`config.mk`:
```
export PLATFORM = sky130hd
export DESIGN_NAME = flash_port
export DESIGN_NICKNAME = d
export VERILOG_FILES = /design/src/flash_port_pkg.sv /design/src/flash_port.sv /design/src/pin_sync.sv
export SDC_FILE = /design/constraint.sdc
export NUM_CORES = 1
export LEC_CHECK = 0
export ABC_AREA = 1
export BUFFER_PORTS_ARGS = -buffer_cell sky130_fd_sc_hd__buf_2
export CAP_MARGIN = 20
export CORE_MARGIN = 5
export CORE_UTILIZATION = 44
export DETAILED_ROUTE_END_ITERATION = 12
export GPL_TIMING_DRIVEN = 0
export PLACE_DENSITY_LB_ADDON = 0.1
export REMOVE_ABC_BUFFERS = 1
export SETUP_SLACK_MARGIN = 0.05
export SYNTH_ARGS = -nofsm -noshare
export SYNTH_HDL_FRONTEND = slang
export SYNTH_HIERARCHICAL = 1
export SYNTH_SLANG_ARGS = --single-unit
```
`constraint.sdc`:
```
create_clock -name ref_clk -period 4.1 [get_ports ref_clk]
set_clock_uncertainty 0.05 [all_clocks]
set_input_delay 1.23 -clock ref_clk [delete_from_list [all_inputs] [get_ports ref_clk]]
set_output_delay 1.23 -clock ref_clk [all_outputs]
set_load 0.005 [all_outputs]
```
`src/flash_port_pkg.sv`:
```
// shared constants and types of the flash driver serial slave port
package flash_port_pkg;

    localparam logic [6:0] SLAVE_ADDR  = 7'h33;
    localparam logic [4:0] HS_CODE_TOP = 5'h01;
    localparam int         NUM_REGS    = 8;
    localparam int         REG_IDX_W   = 3;
    localparam int         NUM_IMPL    = 4;
    localparam logic [7:0] REG_RESET   = 8'h00;
    localparam logic [7:0] UNMAPPED    = 8'h00;
    localparam logic [3:0] BYTE_BITS   = 4'h8;
    localparam logic [3:0] LAST_TX_BIT = 4'h7;
    localparam logic [1:0] RST_SYNC    = 2'h0;

    typedef struct packed {
        logic scl;
        logic sda;
        logic hw_reset_n;
    } pin_set_t;

    typedef struct packed {
        logic start;
        logic stop;
        logic scl_rise;
        logic scl_fall;
    } bus_event_t;

    typedef enum logic [2:0] {
        ST_IDLE = 3'b000,
        ST_RX   = 3'b001,
        ST_ACK  = 3'b010,
        ST_TX   = 3'b011,
        ST_MACK = 3'b100,
        ST_SKIP = 3'b101
    } port_state_t;

    typedef enum logic [1:0] {
        BY_ADDR = 2'b00,
        BY_REG  = 2'b01,
        BY_DATA = 2'b10
    } byte_kind_t;

endpackage

```
`src/flash_port.sv`:
```
// two-wire slave port with register file of the flash driver
`timescale 1ns/1ps
`default_nettype none
// Summary of operation
// (RL1) answer only bus address 011 0011, ignore every other address
// (RL2) work at 100 kbps, 400 kbps and 3.4 Mbps bus rates
// (RL3) seven-bit addressing only; no ten-bit or general call answer
// (RL4) data falling while clock high is a start
// (RL5) data rising while clock high is a stop; bus then free
// (RL6) on address match hold data low through the ninth clock high
// (RL7) master keeps data stable while clock is high
// (RL8) the receiver of each byte acknowledges it
// (RL9) bytes move as eight data bits plus one acknowledge bit
// (RL10) reading an unimplemented register returns 00h
// (RL11) master code 00001xxx is not acknowledged but selects high-speed
// (RL12) after master code a repeated start begins normal protocol
// (RL13) a stop ends high-speed operation
// (RL14) master uses repeated starts to stay in high-speed
// (RL15) a write is start, address, register index, data byte
// (RL16) acknowledge every received byte during the next clock high
// (RL17) commit written data at the falling edge ending its acknowledge
// (RL18) first byte after a start is the slave address
// (RL19) register byte low three bits select the register
// (RL20) hardware reset pin clears port and registers, enters shutdown
// (RL21) direction bit zero writes, one reads
module flash_port
    import flash_port_pkg::*;
#(
    parameter int IMPL_REGS = NUM_IMPL
) (
    input  wire logic                  ref_clk,
    input  wire logic                  arst_n,
    input  wire logic                  scl_in,
    input  wire logic                  sda_in,
    input  wire logic                  hw_reset_n,
    output logic                       sda_out,
    output logic                       sda_oe,
    output logic [NUM_REGS*8-1:0]      reg_out,
    output logic                       hs_mode,
    output logic                       shutdown
);
    logic                 rst_meta_q;
    logic                 rst_q;
    logic                 rst_n;
    pin_set_t             pins_q;
    bus_event_t           ev;
    logic                 port_clear;
    port_state_t          state_q;
    byte_kind_t           kind_q;
    logic [3:0]           cnt_q;
    logic [7:0]           shift_q;
    logic [7:0]           tx_q;
    logic [REG_IDX_W-1:0] ptr_q;
    logic                 rw_q;
    logic                 mack_q;
    logic                 drive_q;
    logic                 hs_q;
    logic                 shut_q;
    logic                 byte_done;
    logic                 commit;
    logic [REG_IDX_W-1:0] ptr_next;
    logic [7:0]           rd_now;
    logic [7:0]           rd_next;
    pin_set_t             pins_raw;
    logic [7:0]           regs_q [NUM_REGS];

    function automatic logic [7:0] rd_val(input logic [REG_IDX_W-1:0] idx);
        // (RL10) unmapped reads as zero
        if (int'(idx) < IMPL_REGS) begin
            rd_val = regs_q[idx];
        end else begin
            rd_val = UNMAPPED;
        end
    endfunction

    assign ptr_next = ptr_q + REG_IDX_W'(1);

    always_comb begin
        rd_now  = rd_val(ptr_q);
        rd_next = rd_val(ptr_next);
    end

    always_ff @(posedge ref_clk or negedge arst_n) begin
        if (!arst_n) begin
            rst_meta_q <= 1'b0;
            rst_q      <= 1'b0;
        end else begin
            rst_meta_q <= 1'b1;
            rst_q      <= rst_meta_q;
        end
    end

    assign rst_n = rst_q;

    assign pins_raw = '{scl: scl_in, sda: sda_in, hw_reset_n: hw_reset_n};

    // (RL2) oversampled pins serve all rates
    pin_sync u_sync (
        .clk     (ref_clk),
        .rst_n   (rst_n),
        .pins_in (pins_raw),
        .pins_q  (pins_q),
        .ev      (ev)
    );

    // (RL20) pin reset clears the port
    assign port_clear = !pins_q.hw_reset_n;
    assign byte_done  = state_q == ST_RX && ev.scl_fall && cnt_q == BYTE_BITS;
    // (RL17) commit at end of data ack
    assign commit     = state_q == ST_ACK && ev.scl_fall && kind_q == BY_DATA;

    always_ff @(posedge ref_clk or negedge rst_n) begin
        if (!rst_n) begin
            state_q <= ST_IDLE;
            kind_q  <= BY_ADDR;
            cnt_q   <= 4'h0;
            shift_q <= 8'h00;
            tx_q    <= 8'h00;
            ptr_q   <= '0;
            rw_q    <= 1'b0;
            mack_q  <= 1'b0;
            drive_q <= 1'b0;
        end else if (port_clear || ev.stop) begin
            // (RL5) bus free after stop
            state_q <= ST_IDLE;
            drive_q <= 1'b0;
            if (port_clear) begin
                ptr_q <= '0;
            end
        end else if (ev.start) begin
            // (RL18) first byte is address
            // (RL12) repeated start restarts protocol
            state_q <= ST_RX;
            kind_q  <= BY_ADDR;
            cnt_q   <= 4'h0;
            drive_q <= 1'b0;
        end else begin
            case (state_q)
                ST_RX: begin
                    // (RL7) sample on clock rise
                    if (ev.scl_rise && cnt_q != BYTE_BITS) begin
                        shift_q <= {shift_q[6:0], pins_q.sda};
                        cnt_q   <= cnt_q + 4'h1;
                    end else if (byte_done) begin
                        cnt_q <= 4'h0;
                        case (kind_q)
                            BY_ADDR: begin
                                // (RL1) address match
                                // (RL3) seven-bit compare only
                                if (shift_q[7:1] == SLAVE_ADDR) begin
                                    // (RL6) ack drive on match
                                    state_q <= ST_ACK;
                                    drive_q <= 1'b1;
                                    // (RL21) direction bit
                                    rw_q    <= shift_q[0];
                                end else begin
                                    state_q <= ST_SKIP;
                                end
                            end
                            BY_REG: begin
                                // (RL19) low three bits index
                                ptr_q   <= shift_q[REG_IDX_W-1:0];
                                state_q <= ST_ACK;
                                drive_q <= 1'b1;
                            end
                            default: begin
                                // (RL16) ack received byte
                                state_q <= ST_ACK;
                                drive_q <= 1'b1;
                            end
                        endcase
                    end
                end
                ST_ACK: begin
                    if (ev.scl_fall) begin
                        drive_q <= 1'b0;
                        if (kind_q == BY_ADDR && rw_q) begin
                            tx_q    <= rd_now;
                            drive_q <= !rd_now[7];
                            state_q <= ST_TX;
                            kind_q  <= BY_DATA;
                            cnt_q   <= 4'h0;
                        end else begin
                            // (RL15) address, index, then data
                            if (kind_q == BY_DATA) begin
                                ptr_q <= ptr_next;
                            end
                            kind_q  <= (kind_q == BY_ADDR) ? BY_REG : BY_DATA;
                            state_q <= ST_RX;
                        end
                    end
                end
                ST_TX: begin
                    if (ev.scl_fall) begin
                        // (RL9) eight bits then acknowledge slot
                        if (cnt_q == LAST_TX_BIT) begin
                            drive_q <= 1'b0;
                            state_q <= ST_MACK;
                        end else begin
                            cnt_q   <= cnt_q + 4'h1;
                            tx_q    <= {tx_q[6:0], 1'b0};
                            drive_q <= !tx_q[6];
                        end
                    end
                end
                ST_MACK: begin
                    // (RL8) master acknowledges read bytes
                    if (ev.scl_rise) begin
                        mack_q <= !pins_q.sda;
                    end else if (ev.scl_fall) begin
                        if (mack_q) begin
                            ptr_q   <= ptr_next;
                            tx_q    <= rd_next;
                            drive_q <= !rd_next[7];
                            cnt_q   <= 4'h0;
                            state_q <= ST_TX;
                        end else begin
                            state_q <= ST_SKIP;
                        end
                    end
                end
                default: begin
                    drive_q <= 1'b0;
                end
            endcase
        end
    end

    always_ff @(posedge ref_clk or negedge rst_n) begin
        if (!rst_n) begin
            for (int i = 0; i < NUM_REGS; i++) begin
                regs_q[i] <= REG_RESET;
            end
        end else if (port_clear) begin
            for (int i = 0; i < NUM_REGS; i++) begin
                regs_q[i] <= REG_RESET;
            end
        end else if (commit && int'(ptr_q) < IMPL_REGS) begin
            regs_q[ptr_q] <= shift_q;
        end
    end

    always_ff @(posedge ref_clk or negedge rst_n) begin
        if (!rst_n) begin
            hs_q <= 1'b0;
        end else if (byte_done && kind_q == BY_ADDR && shift_q[7:3] == HS_CODE_TOP) begin
            // (RL11) master code selects high-speed
            hs_q <= 1'b1;
        end else if (port_clear || ev.stop) begin
            // (RL13) stop leaves high-speed
            hs_q <= 1'b0;
        end
    end

    always_ff @(posedge ref_clk or negedge rst_n) begin
        if (!rst_n) begin
            shut_q <= 1'b1;
        end else begin
            shut_q <= port_clear;
        end
    end

    for (genvar g = 0; g < NUM_REGS; g++) begin : g_out
        assign reg_out[g*8 +: 8] = regs_q[g];
    end

    assign sda_out  = 1'b0;
    assign sda_oe   = drive_q;
    assign hs_mode  = hs_q;
    assign shutdown = shut_q;
endmodule
`default_nettype wire

```
`src/pin_sync.sv`:
```
// pin synchroniser and bus condition detector
`timescale 1ns/1ps
`default_nettype none
module pin_sync
    import flash_port_pkg::*;
(
    input  wire logic       clk,
    input  wire logic       rst_n,
    input  wire pin_set_t   pins_in,
    output var pin_set_t    pins_q,
    output var bus_event_t  ev
);
    pin_set_t meta_q;
    pin_set_t sync_q;
    pin_set_t prev_q;

    always_ff @(posedge clk or negedge rst_n) begin
        if (!rst_n) begin
            meta_q <= '{scl: 1'b1, sda: 1'b1, hw_reset_n: 1'b0};
            sync_q <= '{scl: 1'b1, sda: 1'b1, hw_reset_n: 1'b0};
            prev_q <= '{scl: 1'b1, sda: 1'b1, hw_reset_n: 1'b0};
        end else begin
            meta_q <= pins_in;
            sync_q <= meta_q;
            prev_q <= sync_q;
        end
    end

    assign pins_q = sync_q;

    always_comb begin
        // (RL4) start detect
        ev.start    = prev_q.scl && sync_q.scl && prev_q.sda && !sync_q.sda;
        // (RL5) stop detect
        ev.stop     = prev_q.scl && sync_q.scl && !prev_q.sda && sync_q.sda;
        ev.scl_rise = !prev_q.scl && sync_q.scl;
        ev.scl_fall = prev_q.scl && !sync_q.scl;
    end
endmodule
`default_nettype wire

```
==> results.toml <==
[synthesis]
syn_inst = 640
yosys_warnings = 6
async_flop_share = 1.00
syn_area_mm2 = 0.00513
synth_common_cells = "nand2_1 (182), inv_1 (100), dfrtp_1 (99)"
ys_seq_elements = 106
yosys.area.top_type_share = 0.483
yosys_most_used_dff = "dfrtp_1"
synth-edff-count = 0
synth_sequential_area_ratio = 0.519
avgSynthCellArea_um2 = 8.02
synth.area.top_cells = "dfrtp_1 (48%), nand2_1 (13%), inv_1 (7.3%)"
synthMostInstantiatedCell = "nand2_1"
ys_types = 35
synth_area_leader_cell = "dfrtp_1"

[cells_and_area]
nets = 715
fill_cells = 1138
final_util = 0.519
drive_gt1_frac = 0.180
area_growth_pct = 15.4
fin_cells = 855
insertedDiodeCount = 0

[critical_path]
worst_setup_path_end_kind = "flip-flop"
path_max_fanout = 59
cp_slowest_cell = "dfrtp_2"
worst_path_largest_cell_delay_ns = 0.95
crit_chain = "ha_1 -> clkinv_1 -> a21oi_1 -> o21ai_0 -> nand3_1 -> nand3_1 -> nand2_1 -> nand2_1"
critPathTopFamily = "flip-flops"
rr_startpoint = "ptr_q[0]"
path_buf_inv = 1
critPathRequiredTime_ns = 4.29
reg2reg_to = "tx_q[4]"
cp.arrival_ns = 3.08
startpoint_type = "flip-flop"
worstSetupPathType = "flip-flop to flip-flop"
rrSetupSlack_ns = 1.21
r2r_cells = 8

[global_route]
grt_usage = 0.195
overflow = 0
grt_max_degree = 63
grt_antenna_before_repair = 0
grt_pass1_wl_um = 22300
grt_pass1_vias = 4496

[clock_tree]
worstSkewPairLatency_ns = 0.35
cts_buffers = 9
clockBufferDepth = 2
hold_buffers = 0
h-tree-depth = 3
post_cts_buffers = 0
clkTransAtPathRegs_ns = 0.07
cts.sinks = 106
cts_resized = 0
cts_tree = "done"
clockRootBuffer = "clkbuf_16"

[sta]
finalHoldViolCount = 0
finalSetupViolCount = 0
max_slew_margin = 0.408
slew_viol_final = 0
period_share = 0.705
worstMarginPinSlew_ns = 0.888
max_freq_mhz = 346
fin_crit_ns = 2.89
rsz0062_at_grt = "false"

[placed_design]
io_buffer_count = 71
place_inst = 839
routabilityCongestion = 0.890
hpwl_um = 9290

[floorplan]
die_h_um = 118
num_rows = 39
initial_utilization = 0.449
design.portCount = 73
die_area_mm2 = 0.0139
die_w_um = 118
core-area_mm2 = 0.0114

[pwr]
ir_worst_vdd_mv = 0.311
p_leak_nw = 3.27
power_density_mw_per_mm2 = 505

[worst_hold_path]
hp-class = "flip-flop to flip-flop"
worstHoldEndpoint = "u_sync/pins_q[2]"
holdPathStages = 0
min-delay-start = "u_sync/meta_q[2]"

[routing]
first_iter_violations = 476
via_per_inst = 5.18
wl_um = 13100
num_vias = 4430
drt-pass1-iter-count = 5
post_drt_wl_per_cell_um = 15.3
antenna_left = 0
post-route-drc-count = 0

[run]
maxCapViolations = 0

[outcome]
status = "finished clean"
report_power, final:
| group | internal, mW | switching [mW] | total, mW |
|---|---|---|---|
| registers | 1.14 | 0.179 | 1.32 |
| clock network | 0.423 | 0.408 | 0.831 |
| logic | 0.254 | 0.586 | 0.840 |
| total | 1.82 | 1.17 | 2.99 |
through the flow:
step / instance area, um^2 / setup TNS, ns / setup WS, ns / hold WS, ns / power (mW)
after CTS: 5920 / 0 / 1.23 / 0.308 / 3.01
after detailed placement: 5640 / 0 / 1.25 / 0.296 / 2.17
after global routing: 5920 / 0 / 1.04 / 0.313 / 3.20
after global placement: 5580 / -25.29 / -0.267 / 0.282 / 2.14
after floorplan: 5050 / 0 / 0.891 / 0.281 / 1.90
final: 5920 / 0 / 1.21 / 0.307 / 2.99
flip-flops by register name, indices dropped and copies added, names as in the netlist, 2 cells and up:
| register | cells |
|---|---|
| ptr_q | 3 |
| u_sync/prev_q | 2 |
| state_q | 3 |
| u_sync/meta_q | 3 |
| cnt_q | 4 |
| shift_q | 8 |
| tx_q | 7 |
| reg_out | 64 |
| kind_q | 2 |
| u_sync/pins_q | 3 |
cell families (layout without fill, tap and decap cells):
| kind of cell | after synthesis | after routing | synth area share |
|---|---|---|---|
| AOI/OAI and AO/OA | 107 | 107 | 0.116 |
| muxes | 2 | 2 | 0.00439 |
| DFF | 106 | 106 | 0.519 |
| other | 2 | 2 | 0.00146 |
| xor gates and xnor gates | 2 | 2 | 0.00341 |
| buffers and inverters | 124 | 196 | 0.0941 |
| and+or+nand+nor | 294 | 294 | 0.254 |
| adders and majority gates | 3 | 3 | 0.00732 |
cell type report:
class	instances	area [um^2]	share of cell area
flip-flops and latches	106	2670	0.450
multi-input cells	410	1990	0.336
repair buffers	73	410	0.0693
inverters	107	402	0.0678
clock buffers	11	233	0.0393
well taps	143	179	0.0302
clock inverters	5	43.8	0.00740
worst max-delay path by stage:
stage	startpoint	cells after the start	end	slack [ns]
2_1_floorplan	rst_n	0	cnt_q[0]	0.89
3_3_place_gp	rst_n	0	reg_out[13]	-0.27
3_5_place_dp	ptr_q[0]	8	tx_q[4]	1.25
4_1_cts	ptr_q[0]	8	tx_q[4]	1.23
5_1_grt	ptr_q[0]	8	tx_q[4]	1.04
6_report	ptr_q[0]	8	tx_q[4]	1.21
metal layers:
| layer | up-vias | routed length [um] | track usage |
|---|---|---|---|
| met5 | - | 0 | 0 |
| met4 | 0 | 424 | 0.0918 |
| met3 | 25 | 911 | 0.0519 |
| met2 | 149 | 5840 | 0.296 |
| met1 | 2086 | 5950 | 0.261 |
| li1 | 2170 | - | - |
cells in the final DEF (no fill, tap or decap), types with 2 or more instances in the layout:
cell type    n
clkbuf_16    9
nand4_1      2
clkbuf_1     2
inv_2        5
dfstp_2      7
nor2_2       4
mux2_2       2
inv_6        4
conb_1       2
a21oi_1     19
ha_1         3
a32o_1       2
nor3_2       3
buf_16       2
nand3b_2     2
o21ai_1      9
nand2_1    182
nand4_2      2
nand3_1     52
nand2_2      7
o22ai_1     31
buf_2       71
nor2_1      32
clkinv_1     2
nor3_1       3
dfrtp_1     97
inv_1      100
nor2_4       3
o21ai_0     42
(Power assumes the default switching activity.)
